--- src/rtl/dorc_cfg.svh ---
// Register map, field positions and reset values for the discrete output run control block
`ifndef DORC_CFG_SVH
`define DORC_CFG_SVH

`define DORC_NUM_CH          32
`define DORC_WORD_W          16
`define DORC_IN_WORDS        3
`define DORC_OUT_WORDS       2
`define DORC_CFG_WORDS       0

`define DORC_ADDR_W          8
`define DORC_OFS_CTRL        8'h00
`define DORC_OFS_CH_STAT     8'h04
`define DORC_OFS_MOD_STAT    8'h08
`define DORC_OFS_HOST_CTRL   8'h0C
`define DORC_OFS_IRQ_STAT    8'h10
`define DORC_OFS_IRQ_MASK    8'h14
`define DORC_OFS_ASM_W0      8'h18
`define DORC_OFS_ASM_W1      8'h1C
`define DORC_OFS_ASM_W2      8'h20

`define DORC_BIT_LINK_FAULT  0
`define DORC_BIT_BROWNOUT    1
`define DORC_BIT_SERIAL      8
`define DORC_BIT_MOD_FAULT   15

`define DORC_HC_COMM_OK      0
`define DORC_HC_RUN          1

`define DORC_IRQ_W           4
`define DORC_IRQ_FAULT       0
`define DORC_IRQ_RUN_ENTER   1
`define DORC_IRQ_RUN_EXIT    2
`define DORC_IRQ_NONCRIT     3

`define DORC_ZERO32          32'h0000_0000
`define DORC_ZERO16          16'h0000
`define DORC_RESP_OKAY       2'h0
`define DORC_RESP_SLVERR     2'h2

`endif

--- src/rtl/dorc_pkg.sv ---
// Types shared by the discrete output run control design
package dorc_pkg;
    typedef enum logic [1:0] {
        DORC_ST_WAIT_COMM = 2'h0,
        DORC_ST_IDLE      = 2'h1,
        DORC_ST_RUN       = 2'h2
    } dorc_mode_t;
endpackage : dorc_pkg

--- src/rtl/dorc_core.sv ---
// Discrete output run control: channel gating, status words and AXI4-Lite registers
// How it works
// - After reset every channel stays off until host communication is valid and Run is seen.
// - Before Run the input assembly is not published and no channel is driven.
// - Outside Run all channels are forced off whatever the control bits hold.
// - Host control values are loaded into the output latch only when Run is entered or held.
// - In Run with no fault each channel follows its control bit, one on and zero off.
// - A hardware fault turns every channel off and freezes the last channel status; module status keeps following the fault pins.
// - Host data is 16-bit words: three input words, two output words, no configuration.
// - Channel status is the state read back from the output logic, not the control echo.
// - A channel enabled in Run shows its status bit set through that readback.
// - Module status bit 0 flags a failed link to the output logic, a hardware fault.
// - Module status bit 1 flags a supply brownout, a hardware fault.
// - Module status bit 8 flags a bad serial checksum and blocks normal operation.
// - Module status bits 7:2 and 14:9 always read zero.
// - Module status bit 15 is the OR of the three fault bits and forces outputs off.
// - Critical and non-critical errors are reported to the host.
//
// The implementer's own choices: the placing of the registers and the AXI4-Lite slave port.
`timescale 1ns/1ps
`default_nettype none
`include "dorc_cfg.svh"
module dorc_core #(
    parameter int NUM_CH = `DORC_NUM_CH
) (
    input  wire logic                    core_clk_i,
    input  wire logic                    reset_i,
    // AXI4-Lite slave
    input  wire logic [`DORC_ADDR_W-1:0] s_axi_awaddr,
    input  wire logic                    s_axi_awvalid,
    output logic                         s_axi_awready,
    input  wire logic [31:0]             s_axi_wdata,
    input  wire logic [3:0]              s_axi_wstrb,
    input  wire logic                    s_axi_wvalid,
    output logic                         s_axi_wready,
    output logic [1:0]                   s_axi_bresp,
    output logic                         s_axi_bvalid,
    input  wire logic                    s_axi_bready,
    input  wire logic [`DORC_ADDR_W-1:0] s_axi_araddr,
    input  wire logic                    s_axi_arvalid,
    output logic                         s_axi_arready,
    output logic [31:0]                  s_axi_rdata,
    output logic [1:0]                   s_axi_rresp,
    output logic                         s_axi_rvalid,
    input  wire logic                    s_axi_rready,
    // Output logic side
    output logic [NUM_CH-1:0]            chan_drive_o,
    input  wire logic [NUM_CH-1:0]       chan_readback_i,
    input  wire logic                    link_fault_i,
    input  wire logic                    brownout_flag_i,
    input  wire logic                    serial_invalid_flag_i,
    output logic                         irq_o
);
    logic [NUM_CH-1:0] rb_s;
    logic [2:0]        flt_s;

    // Readback and fault pins cross in here; logic reads only the synchronised copies
    dorc_sync2 #(.W(NUM_CH)) u_sync_rb (
        .core_clk_i (core_clk_i),
        .reset_i    (reset_i),
        .async_i    (chan_readback_i),
        .sync_o     (rb_s)
    );

    dorc_sync2 #(.W(3)) u_sync_flt (
        .core_clk_i (core_clk_i),
        .reset_i    (reset_i),
        .async_i    ({serial_invalid_flag_i, brownout_flag_i, link_fault_i}),
        .sync_o     (flt_s)
    );

    // Registers
    dorc_pkg::dorc_mode_t         mode_r, mode_nxt;
    logic [NUM_CH-1:0]            output_control_variable_r;
    logic [NUM_CH-1:0]            out_latch_r;
    logic [NUM_CH-1:0]            channel_readback_status_r;
    logic [`DORC_WORD_W-1:0]      module_fault_status_r;
    logic [1:0]                   host_ctrl_r;
    logic [`DORC_IRQ_W-1:0]       irq_stat_r;
    logic [`DORC_IRQ_W-1:0]       irq_mask_r;
    logic                         noncrit_r;

    // Fault decode
    wire logic link_fault   = flt_s[0];
    wire logic brownout     = flt_s[1];
    wire logic serial_bad   = flt_s[2];
    // A bad serial checksum counts as a fault so an uncalibrated part never drives
    wire logic hw_fault     = link_fault | brownout | serial_bad;
    wire logic comm_ok      = host_ctrl_r[`DORC_HC_COMM_OK];
    wire logic run_req      = host_ctrl_r[`DORC_HC_RUN];
    wire logic in_run       = (mode_r == dorc_pkg::DORC_ST_RUN);

    // Mode sequencing: Run needs established communication first
    always_comb begin
        mode_nxt = mode_r;
        case (mode_r)
            dorc_pkg::DORC_ST_WAIT_COMM: begin
                if (comm_ok) begin
                    mode_nxt = dorc_pkg::DORC_ST_IDLE;
                end
            end
            dorc_pkg::DORC_ST_IDLE: begin
                if (!comm_ok) begin
                    mode_nxt = dorc_pkg::DORC_ST_WAIT_COMM;
                end else if (run_req) begin
                    mode_nxt = dorc_pkg::DORC_ST_RUN;
                end
            end
            // Losing communication ends Run at once, which drops every channel
            dorc_pkg::DORC_ST_RUN: begin
                if (!comm_ok) begin
                    mode_nxt = dorc_pkg::DORC_ST_WAIT_COMM;
                end else if (!run_req) begin
                    mode_nxt = dorc_pkg::DORC_ST_IDLE;
                end
            end
            default: mode_nxt = dorc_pkg::DORC_ST_WAIT_COMM;
        endcase
    end

    // Control values only pass to the latch in Run; outside Run the latch is cleared
    wire logic [NUM_CH-1:0] latch_nxt =
        in_run ? output_control_variable_r : {NUM_CH{1'b0}};
    // Drive gated per channel by Run and by the fault summary
    wire logic [NUM_CH-1:0] drive_nxt;
    for (genvar ch = 0; ch < NUM_CH; ch++) begin : g_gate
        assign drive_nxt[ch] = in_run & ~hw_fault & out_latch_r[ch];
    end

    // Module status follows the fault pins; channel status is the part that freezes
    wire logic [`DORC_WORD_W-1:0] mod_stat_nxt = build_mod_stat(link_fault, brownout, serial_bad);

    function automatic logic [`DORC_WORD_W-1:0] build_mod_stat(
        input logic lnk, input logic pwr, input logic ser);
        logic [`DORC_WORD_W-1:0] w;
        w = `DORC_ZERO16;
        w[`DORC_BIT_LINK_FAULT] = lnk;
        w[`DORC_BIT_BROWNOUT]   = pwr;
        w[`DORC_BIT_SERIAL]     = ser;
        w[`DORC_BIT_MOD_FAULT]  = lnk | pwr | ser;
        return w;
    endfunction : build_mod_stat

    always_ff @(posedge core_clk_i or posedge reset_i) begin
        if (reset_i) begin
            mode_r                    <= dorc_pkg::DORC_ST_WAIT_COMM;
            out_latch_r               <= '0;
            chan_drive_o              <= '0;
            channel_readback_status_r <= '0;
            module_fault_status_r     <= `DORC_ZERO16;
        end else begin
            mode_r       <= mode_nxt;
            out_latch_r  <= latch_nxt;
            chan_drive_o <= drive_nxt;
            if (!hw_fault) begin
                channel_readback_status_r <= rb_s;
            end
            // Fault bits keep updating so the new fault itself is recorded
            module_fault_status_r <= mod_stat_nxt;
        end
    end

    // Interrupt events
    logic in_run_d_r;
    logic hw_fault_d_r;
    wire logic ev_fault   = hw_fault & ~hw_fault_d_r;
    wire logic ev_run_in  = in_run & ~in_run_d_r;
    wire logic ev_run_out = ~in_run & in_run_d_r;
    wire logic [`DORC_IRQ_W-1:0] ev_vec = {noncrit_r, ev_run_out, ev_run_in, ev_fault};

    // AXI4-Lite write path: address and data may arrive in either order
    logic                    aw_held_r, w_held_r;
    logic [`DORC_ADDR_W-1:0] aw_addr_r;
    logic [31:0]             w_data_r;
    logic [3:0]              w_strb_r;
    wire logic aw_take  = s_axi_awvalid & s_axi_awready;
    wire logic w_take   = s_axi_wvalid & s_axi_wready;
    wire logic wr_fire  = aw_held_r & w_held_r & ~s_axi_bvalid;
    wire logic wr_ctrl  = wr_fire && aw_addr_r == `DORC_OFS_CTRL;
    wire logic wr_hc    = wr_fire && aw_addr_r == `DORC_OFS_HOST_CTRL;
    wire logic wr_mask  = wr_fire && aw_addr_r == `DORC_OFS_IRQ_MASK;
    wire logic wr_hit   = wr_ctrl | wr_hc | wr_mask;

    function automatic logic [31:0] strb_merge(
        input logic [31:0] old_v, input logic [31:0] new_v, input logic [3:0] be);
        logic [31:0] r;
        r = old_v;
        for (int i = 0; i < 4; i++) begin
            if (be[i]) begin
                r[i*8 +: 8] = new_v[i*8 +: 8];
            end
        end
        return r;
    endfunction : strb_merge

    wire logic [31:0] ctrl_merged = strb_merge(output_control_variable_r, w_data_r, w_strb_r);
    wire logic [31:0] hc_merged   = strb_merge({30'h0000_0000, host_ctrl_r}, w_data_r, w_strb_r);
    wire logic [31:0] mask_merged =
        strb_merge({28'h000_0000, irq_mask_r}, w_data_r, w_strb_r);

    // Read path
    logic                    rd_busy_r;
    wire logic ar_take = s_axi_arvalid & s_axi_arready;
    wire logic rd_istat = ar_take && s_axi_araddr == `DORC_OFS_IRQ_STAT;
    wire logic rd_hit =
        s_axi_araddr == `DORC_OFS_CTRL      || s_axi_araddr == `DORC_OFS_CH_STAT  ||
        s_axi_araddr == `DORC_OFS_MOD_STAT  || s_axi_araddr == `DORC_OFS_HOST_CTRL ||
        s_axi_araddr == `DORC_OFS_IRQ_STAT  || s_axi_araddr == `DORC_OFS_IRQ_MASK ||
        s_axi_araddr == `DORC_OFS_ASM_W0    || s_axi_araddr == `DORC_OFS_ASM_W1   ||
        s_axi_araddr == `DORC_OFS_ASM_W2;

    // Input assembly words are withheld until Run
    wire logic [`DORC_WORD_W-1:0] asm_w0 =
        in_run ? channel_readback_status_r[15:0] : `DORC_ZERO16;
    wire logic [`DORC_WORD_W-1:0] asm_w1 =
        in_run ? channel_readback_status_r[31:16] : `DORC_ZERO16;
    wire logic [`DORC_WORD_W-1:0] asm_w2 =
        in_run ? module_fault_status_r : `DORC_ZERO16;

    logic [31:0] rd_mux;
    always_comb begin
        case (s_axi_araddr)
            `DORC_OFS_CTRL:      rd_mux = output_control_variable_r;
            `DORC_OFS_CH_STAT:   rd_mux = channel_readback_status_r;
            `DORC_OFS_MOD_STAT:  rd_mux = {16'h0000, module_fault_status_r};
            `DORC_OFS_HOST_CTRL: rd_mux = {30'h0000_0000, host_ctrl_r};
            `DORC_OFS_IRQ_STAT:  rd_mux = {28'h000_0000, irq_stat_r};
            `DORC_OFS_IRQ_MASK:  rd_mux = {28'h000_0000, irq_mask_r};
            `DORC_OFS_ASM_W0:    rd_mux = {16'h0000, asm_w0};
            `DORC_OFS_ASM_W1:    rd_mux = {16'h0000, asm_w1};
            `DORC_OFS_ASM_W2:    rd_mux = {16'h0000, asm_w2};
            default:             rd_mux = `DORC_ZERO32;
        endcase
    end

    always_ff @(posedge core_clk_i or posedge reset_i) begin
        if (reset_i) begin
            aw_held_r     <= 1'b0;
            w_held_r      <= 1'b0;
            aw_addr_r     <= '0;
            w_data_r      <= `DORC_ZERO32;
            w_strb_r      <= 4'h0;
            s_axi_awready <= 1'b0;
            s_axi_wready  <= 1'b0;
            s_axi_bvalid  <= 1'b0;
            s_axi_bresp   <= `DORC_RESP_OKAY;
        end else begin
            s_axi_awready <= ~aw_held_r & ~aw_take & ~s_axi_bvalid;
            s_axi_wready  <= ~w_held_r & ~w_take & ~s_axi_bvalid;
            if (aw_take) begin
                aw_held_r <= 1'b1;
                aw_addr_r <= s_axi_awaddr;
            end
            if (w_take) begin
                w_held_r <= 1'b1;
                w_data_r <= s_axi_wdata;
                w_strb_r <= s_axi_wstrb;
            end
            if (wr_fire) begin
                aw_held_r    <= 1'b0;
                w_held_r     <= 1'b0;
                s_axi_bvalid <= 1'b1;
                s_axi_bresp  <= wr_hit ? `DORC_RESP_OKAY : `DORC_RESP_SLVERR;
            end else if (s_axi_bvalid && s_axi_bready) begin
                s_axi_bvalid <= 1'b0;
            end
        end
    end

    always_ff @(posedge core_clk_i or posedge reset_i) begin
        if (reset_i) begin
            output_control_variable_r <= '0;
            host_ctrl_r               <= 2'h0;
            irq_mask_r                <= '0;
            noncrit_r                 <= 1'b0;
        end else begin
            if (wr_ctrl) begin
                output_control_variable_r <= ctrl_merged;
            end
            if (wr_hc) begin
                host_ctrl_r <= hc_merged[1:0];
            end
            if (wr_mask) begin
                irq_mask_r <= mask_merged[`DORC_IRQ_W-1:0];
            end
            // Unmapped write is a non-critical error reported upward
            noncrit_r <= wr_fire & ~wr_hit;
        end
    end

    // Data are latched at the address handshake, so a clearing read returns what it clears
    always_ff @(posedge core_clk_i or posedge reset_i) begin
        if (reset_i) begin
            rd_busy_r     <= 1'b0;
            s_axi_arready <= 1'b0;
            s_axi_rvalid  <= 1'b0;
            s_axi_rdata   <= `DORC_ZERO32;
            s_axi_rresp   <= `DORC_RESP_OKAY;
        end else begin
            s_axi_arready <= ~rd_busy_r & ~ar_take;
            if (ar_take) begin
                rd_busy_r    <= 1'b1;
                s_axi_rvalid <= 1'b1;
                s_axi_rdata  <= rd_mux;
                s_axi_rresp  <= rd_hit ? `DORC_RESP_OKAY : `DORC_RESP_SLVERR;
            end else if (s_axi_rvalid && s_axi_rready) begin
                s_axi_rvalid <= 1'b0;
                rd_busy_r    <= 1'b0;
            end
        end
    end

    // Edge history and the pin; the mask gates only the pin, status still records
    always_ff @(posedge core_clk_i or posedge reset_i) begin
        if (reset_i) begin
            in_run_d_r   <= 1'b0;
            hw_fault_d_r <= 1'b0;
            irq_o        <= 1'b0;
        end else begin
            in_run_d_r   <= in_run;
            hw_fault_d_r <= hw_fault;
            irq_o        <= |(irq_stat_r & irq_mask_r);
        end
    end

    // Sticky status: a new event in the clearing read's cycle survives
    always_ff @(posedge core_clk_i or posedge reset_i) begin
        if (reset_i) begin
            irq_stat_r <= '0;
        end else begin
            for (int b = 0; b < `DORC_IRQ_W; b++) begin
                if (ev_vec[b]) begin
                    irq_stat_r[b] <= 1'b1;
                end else if (rd_istat) begin
                    irq_stat_r[b] <= 1'b0;
                end
            end
        end
    end
endmodule : dorc_core
`default_nettype wire

--- src/rtl/dorc_sync2.sv ---
// Two-flop synchroniser bank for asynchronous pin inputs
`timescale 1ns/1ps
`default_nettype none
module dorc_sync2 #(
    parameter int W = 1
) (
    input  wire logic         core_clk_i,
    input  wire logic         reset_i,
    input  wire logic [W-1:0] async_i,
    output logic      [W-1:0] sync_o
);
    logic [W-1:0] meta_r;

    always_ff @(posedge core_clk_i or posedge reset_i) begin
        if (reset_i) begin
            meta_r <= '0;
            sync_o <= '0;
        end else begin
            meta_r <= async_i;
            sync_o <= meta_r;
        end
    end
endmodule : dorc_sync2
`default_nettype wire

--- config.mk ---
export PLATFORM = sky130hd
export DESIGN_NAME = dorc_core
export DESIGN_NICKNAME = d
export VERILOG_FILES = /design/src/rtl/dorc_pkg.sv /design/src/rtl/dorc_core.sv /design/src/rtl/dorc_sync2.sv
export VERILOG_INCLUDE_DIRS = /design/src /design/src/rtl
export SDC_FILE = /design/constraint.sdc
export NUM_CORES = 1
export LEC_CHECK = 0
export BUFFER_PORTS_ARGS = -buffer_cell sky130_fd_sc_hd__buf_2
export CORE_MARGIN = 1.5
export CORE_UTILIZATION = 35
export CTS_CLUSTER_DIAMETER = 80
export DETAILED_ROUTE_END_ITERATION = 6
export HOLD_SLACK_MARGIN = 0.05
export MAX_ROUTING_LAYER = met4
export PLACE_DENSITY = 0.66
export SLEW_MARGIN = 20
export SYNTH_ARGS = -nofsm -noshare
export SYNTH_HDL_FRONTEND = slang
export SYNTH_SLANG_ARGS = --single-unit
--- constraint.sdc ---
create_clock -name core_clk_i -period 14.1 [get_ports core_clk_i]
set_input_delay 2.82 -clock core_clk_i [delete_from_list [all_inputs] [get_ports core_clk_i]]
set_output_delay 2.82 -clock core_clk_i [all_outputs]
set_load 0.02 [all_outputs]
==> results of run 1 <==
==> cell usage after synthesis, types with 3 or more instances <==
master    number
buf_1          3
and2_1        33
nand2_1       32
mux2i_1       29
nand2_8        4
nand4_1        6
a22o_1        13
mux2_4        32
o21ai_1        5
and3_1        36
inv_1          8
mux2_2        83
dfrtp_1      302
clkbuf_1      26
nand3_1        4
nor2_1         7
buf_2          4
nor3_1         6
o21ai_0       23
a22oi_1       19
a21oi_1        6
o22ai_1       13
==> power breakdown <==
group / leakage (uW) / switching (uW) / total, uW / internal, uW
Clock: 0.000518 / 338 / 828 / 489
Sequential: 0.00384 / 98.5 / 1080 / 986
Combinational: 0.00223 / 104 / 236 / 132
==> flip-flops by register name (all words and copies together) (netlist names), 2 cells and up <==
name,count
host_ctrl_r,2
irq_stat_r,4
out_latch_r,32
s_axi_rdata,32
u_sync_rb.sync_o,32
aw_addr_r,8
output_control_variable_r,32
module_fault_status_r,4
u_sync_flt.meta_r,3
u_sync_rb.meta_r,32
mode_r,2
w_data_r,32
irq_mask_r,4
u_sync_flt.sync_o,3
chan_drive_o,32
channel_readback_status_r,32
w_strb_r,4
==> critical path: stages <==
cell     delay [ps]
buf_2           750
inv_1           340
nor2_2          640
a22oi_1         140
o21ai_0         210
==> layout make-up <==
type                            count  area (um2)  area share [%]
Multi-Input combinational cell    387        3300            24.8
Sequential cell                   302        7560            56.7
Timing Repair Buffer              170         876            6.57
Inverter                            8        37.5           0.282
Clock buffer                       49         988            7.42
Tap cell                          396         495            3.72
Clock inverter                     10        68.8           0.516
==> layer usage <==
| layer | wire length (um) | track usage (%) |
|---|---|---|
| met1 | 11800 | 22.3 |
| met2 | 11300 | 23.8 |
| met3 | 1490 | 3.76 |
| met4 | 650 | 5.24 |
| met5 | 0 | - |
==> metrics by stage <==
| step | area, um2 | power [uW] | utilization, % | hold WS, ps | setup slack (ps) |
|---|---|---|---|---|---|
| after floorplan | 11000 | 1250 | - | 331 | 2930 |
| after global placement | 12300 | 1330 | 39.8 | 334 | 9150 |
| after detailed placement | 12300 | 1340 | 39.8 | 335 | 9050 |
| after CTS | 13300 | 2180 | 43.2 | 347 | 9590 |
| after global routing | 13300 | 2250 | 43.2 | 353 | 9320 |
| final | 13300 | 2150 | 43.2 | 344 | 9560 |
==> worst max-delay path by stage <==
stage,endpoint
floorplan,aw_addr_r[0]
global placement,s_axi_rdata[27]
detailed placement,s_axi_rdata[28]
CTS,s_axi_rdata[26]
global route,s_axi_rdata[16]
finish,s_axi_rdata[19]
==> kinds of logic after synthesis <==
kind of cell / after synthesis
AO/OA/AOI/OAI: 93
XOR/XNOR: 1
buffers and inverters: 44
flip-flops: 302
multiplexers: 147
other: 1
AND/OR/NAND/NOR: 144
==> placed cells by master (no fill, tap or decap), types with 7 or more instances in the layout <==
cell / count
and2_1: 33
clkbuf_1: 8
inv_1: 7
dfrtp_1: 302
nand2_1: 31
o21ai_0: 23
o22ai_1: 13
a22o_1: 13
a22oi_1: 19
nor2_1: 7
mux2_2: 83
mux2_4: 32
mux2i_1: 29
clkbuf_16: 35
and3_1: 36
buf_2: 165
==> flow_metrics.py, run 1 <==
metrics = {
    "floorplan": {
        "core_mm2": 0.0308,
        "dieWidth_um": 181,
        "row_count": 64,
        "start_util_pct": 35.8,
        "ios": 168,
        "die_h_um": 181,
        "fp.dieArea_mm2": 0.0326,
    },
    "sta": {
        "tns_ps": 0,
        "finalSetupViolCount": 0,
        "relSlewSlack_pct": 30.5,
        "fmax_ghz": 0.220,
        "finalCritPeriodShare_pct": 32.2,
        "finalMaxSlewViolations": 0,
        "final_hold_viol_count": 0,
        "rsz0062_at_grt": "false",
        "worst_pin_slew_ps": 1040,
        "fin_worst_skew_ps": 16.7,
        "min_period_ps": 4540,
    },
    "min_path": {
        "min_from": "u_sync_rb.meta_r[22]",
        "min_to": "u_sync_rb.sync_o[22]",
        "hold_depth": 0,
        "hold_path_class": "flip-flop to flip-flop",
    },
    "logic_synthesis": {
        "synth-seq-area-share_pct": 68.4,
        "synth_area_mm2": 0.0110,
        "muxShareOfSynthArea_pct": 16.0,
        "yosysTopAreaCell": "dfrtp_1",
        "ys_ff_latch": 302,
        "ys.flop_type": "dfrtp_1",
        "synth-async-reset-ratio_pct": 100,
        "synth_xor_area_share_pct": 0.0793,
        "synth_top_family_by_area": "multiplexers",
        "syn_area_per_cell_um2": 15.1,
        "yosys.area_share.simple_pct": 8.12,
        "synthCells": 732,
        "synth-compound-area-share_pct": 5.61,
        "synth_top_area_share_pct": 68.4,
        "synth_edf_count": 0,
        "synth_area_leaders": "dfrtp_1 (68%), mux2_2 (8.5%), mux2_4 (4.4%)",
        "yosys_warnings": 0,
        "synthAdderAreaFrac_pct": 0,
        "synth_cell_type_count": 50,
    },
    "grt": {
        "grt_start_max_net_pins": 163,
        "grt_pass1_vias": 6487,
        "grt_util_all_layers_pct": 16.2,
        "grt-ovfl-total": 0,
        "antenna_found_initial": 1,
        "grt_pass1_wl_mm": 39.3,
    },
    "placed_design": {
        "dp_hpwl_mm": 17.1,
        "placed_cells": 1263,
        "place.gp.congestion": 0.847,
        "port_buffers": 165,
    },
    "clocking": {
        "clock_sink_count": 302,
        "clock_path_buffers": 3,
        "clk_pin_slew_ps": 60,
        "clk_latency_ps": 500,
        "numCtsBuffers": 34,
        "cts_root_buf": "clkbuf_16",
        "htreeDepth": 2,
        "cts_setup_buffers": 0,
        "cts_tree": "yes",
        "cts_hold_buf": 0,
        "cts_resized": 0,
    },
    "worst_setup_path": {
        "critical_path_class": "input pin to flip-flop",
        "worstPathArrival_ps": 4940,
        "reg2reg_slack_ps": 11980,
        "worstPathMaxFanout": 38,
        "cp_data_required_time_ps": 14500,
        "cp-startpoint": "s_axi_araddr[2]",
        "regToRegEndpoint": "s_axi_rdata[0]",
        "reg2reg_from": "mode_r[0]",
        "rr_worst_depth": 6,
        "start_kind": "input pin",
        "critPathCaptureType": "flip-flop",
    },
    "cells_and_area": {
        "drive_above_1_share_pct": 38.3,
        "fin_cells": 1322,
        "syn_to_final_growth_pct": 20.7,
        "fin_nets": 997,
        "antennaDiodeCount": 0,
        "fillers": 2802,
    },
    "routing": {
        "viasPerCell": 4.80,
        "antenna_left": 0,
        "drc": 0,
        "wl_per_cell_um": 19.1,
        "routed_wl_mm": 25.3,
        "dr_total_vias": 6349,
        "drt_iter0_markers": 430,
        "first_pass_iters": 5,
    },
    "pwr": {
        "ir_drop_mv": 0.0750,
        "power_density_mw_per_mm2": 161,
        "power_leakage_uw": 0.00659,
    },
    "status": {
        "status": "complete, no violations",
    },
    "job": {
        "maxCapViolations": 0,
    },
}
Power figures use the tool's default switching activity.
==> inputs of run 2 (changes only) <==
==> constraint.sdc (replaced) <==
create_clock -name core_clk_i -period 4.6 [get_ports core_clk_i]
set_input_delay 0.92 -clock core_clk_i [delete_from_list [all_inputs] [get_ports core_clk_i]]
set_output_delay 0.92 -clock core_clk_i [all_outputs]
set_load 0.02 [all_outputs]
==> flow_metrics.py, run 2 (synthesis gave the netlist of run 1 again) <==
metrics = {
    "clocking": {
        "numCtsBuffers": 34,
        "clock_path_buffers": 3,
        "clock_sink_count": 302,
        "cts_root_buf": "clkbuf_16",
        "cts_setup_buffers": 0,
        "cts_tree": "yes",
        "cts_hold_buf": 0,
        "clk_latency_ps": 510,
        "htreeDepth": 2,
        "clk_pin_slew_ps": 60,
        "cts_resized": 0,
    },
    "cells_and_area": {
        "fin_cells": 1328,
        "mostFrequentLayoutCell": "dfrtp_1",
        "multi_input_area_mm2": 0.00330,
        "fillers": 2790,
        "regArea_mm2": 0.00756,
        "fin_nets": 1002,
        "utilization_pct": 43.8,
        "layout_common_cells": "dfrtp_1 (302), buf_2 (165), mux2_2 (83)",
        "drive_above_1_share_pct": 39.0,
        "syn_to_final_growth_pct": 22.3,
        "design_area_mm2": 0.0135,
    },
    "worst_setup_path": {
        "critPathCaptureType": "flip-flop",
        "start_kind": "input pin",
        "cp_slowest_stage_delay_ps": 760,
        "reg2reg_from": "mode_r[0]",
        "critical_path_class": "input pin to flip-flop",
        "reg2reg_slack_ps": 2460,
        "worstPathMaxFanout": 38,
        "cpMaxStageDelayCell": "buf_2",
        "cp_data_required_time_ps": 4990,
        "rr_worst_depth": 6,
        "regToRegEndpoint": "s_axi_rdata[0]",
        "path_cells": "buf_2 > inv_1 > nor2_2 > a22oi_1 > o21ai_0",
        "worstPathArrival_ps": 3060,
    },
    "placed_design": {
        "place.gp.congestion": 0.883,
        "dpl_cell_area_mm2": 0.0123,
        "placed_cells": 1268,
        "dp_hpwl_mm": 17.8,
        "port_buffers": 165,
    },
    "grt": {
        "grt-ovfl-total": 0,
        "grt_start_max_net_pins": 88,
        "grt_util_all_layers_pct": 16.5,
        "grt_pass1_vias": 6583,
        "antenna_found_initial": 2,
        "grt_pass1_wl_mm": 39.9,
    },
    "floorplan": {
        "core_mm2": 0.0308,
        "start_util_pct": 35.8,
        "ios": 168,
        "row_count": 64,
        "fp.dieArea_mm2": 0.0326,
        "die_h_um": 181,
        "dieWidth_um": 181,
    },
    "sta": {
        "fmax_ghz": 0.375,
        "final_hold_viol_count": 0,
        "finalSetupViolCount": 0,
        "worst_pin_slew_ps": 1040,
        "min_period_ps": 2670,
        "fin_worst_skew_ps": 26.6,
        "rsz0062_at_grt": "false",
        "relSlewSlack_pct": 30.8,
        "finalCritPeriodShare_pct": 58.0,
        "finalMaxSlewViolations": 0,
    },
    "routing": {
        "drt_iter0_markers": 323,
        "routed_wl_mm": 25.4,
        "viasPerCell": 4.78,
        "wl_per_cell_um": 19.1,
        "drc": 0,
        "first_pass_iters": 5,
        "antenna_left": 0,
        "dr_total_vias": 6343,
    },
    "job": {
        "maxCapViolations": 0,
    },
    "pwr": {
        "power_density_mw_per_mm2": 503,
        "ir_drop_mv": 0.397,
        "power_leakage_uw": 0.00667,
    },
    "min_path": {
        "min_from": "u_sync_rb.meta_r[6]",
        "min_to": "u_sync_rb.sync_o[6]",
        "hold_depth": 0,
        "hold_path_class": "flip-flop to flip-flop",
    },
    "status": {
        "status": "complete, no violations",
    },
}
==> run 2: cell count changes in the layout (fill, tap and decap cells not counted), moves of 2 or more <==
cell / previous run / this run
buf_12: 1 / 4
bufinv_16: 0 / 4
diode_2: 0 / 2
buf_4: 4 / 6
inv_8: 2 / 0
clkinvlp_4: 2 / 4
clkbuf_1: 8 / 4
==> run 2: final cells by class <==
class / instances / share of cell area (%)
sequential: 302 / 56.0
multi-input combinational: 387 / 24.5
clock buffer: 46 / 7.31
timing repair buffer: 175 / 7.04
tap: 396 / 3.67
clock inverter: 12 / 1.27
inverter: 8 / 0.250
antenna: 2 / 0.0371
==> run 2: metal layers <==
| metal | up-vias | track usage [%] | wire length, um |
|---|---|---|---|
| met5 | - | - | 0 |
| met4 | 0 | 5.21 | 611 |
| met3 | 44 | 4.83 | 1930 |
| met2 | 216 | 24.7 | 11600 |
| met1 | 3144 | 21.7 | 11300 |
| li1 | 2939 | - | - |
==> run 2: where the power goes <==
part / total, uW / switching, uW / internal, uW
Clock: 2740 / 1020 / 1730
Sequential: 3320 / 300 / 3020
Combinational: 730 / 319 / 411
Total: 6800 / 1640 / 5160
==> run 2: stage by stage <==
stage               hold WS, ps  setup TNS (ps)  total power, uW  setup WS, ps
global placement            334               0             4070          1520
finish                      343               0             6800          1930
CTS                         345               0             6890          1970
floorplan                   331         -101180             3820          -335
global route                350               0             7110          1690
detailed placement          335               0             4110          1440
==> run 2: worst max-delay path by stage <==
stage | start | to | slack, ps
after CTS | s_axi_araddr[2] | s_axi_rdata[31] | 1970
after floorplan | reset_i | aw_addr_r[0] | -340
final | s_axi_araddr[2] | s_axi_rdata[31] | 1930
after global routing | s_axi_araddr[2] | s_axi_rdata[17] | 1690
after detailed placement | s_axi_araddr[2] | s_axi_rdata[31] | 1440
after global placement | s_axi_araddr[2] | s_axi_rdata[27] | 1520
==> run 2: critical path, delay by kind of cell <==
kind	cells	cell delay [ps]
AO/OA/AOI/OAI	2	350
AND/OR/NAND/NOR	1	630
buffers and inverters	2	1120
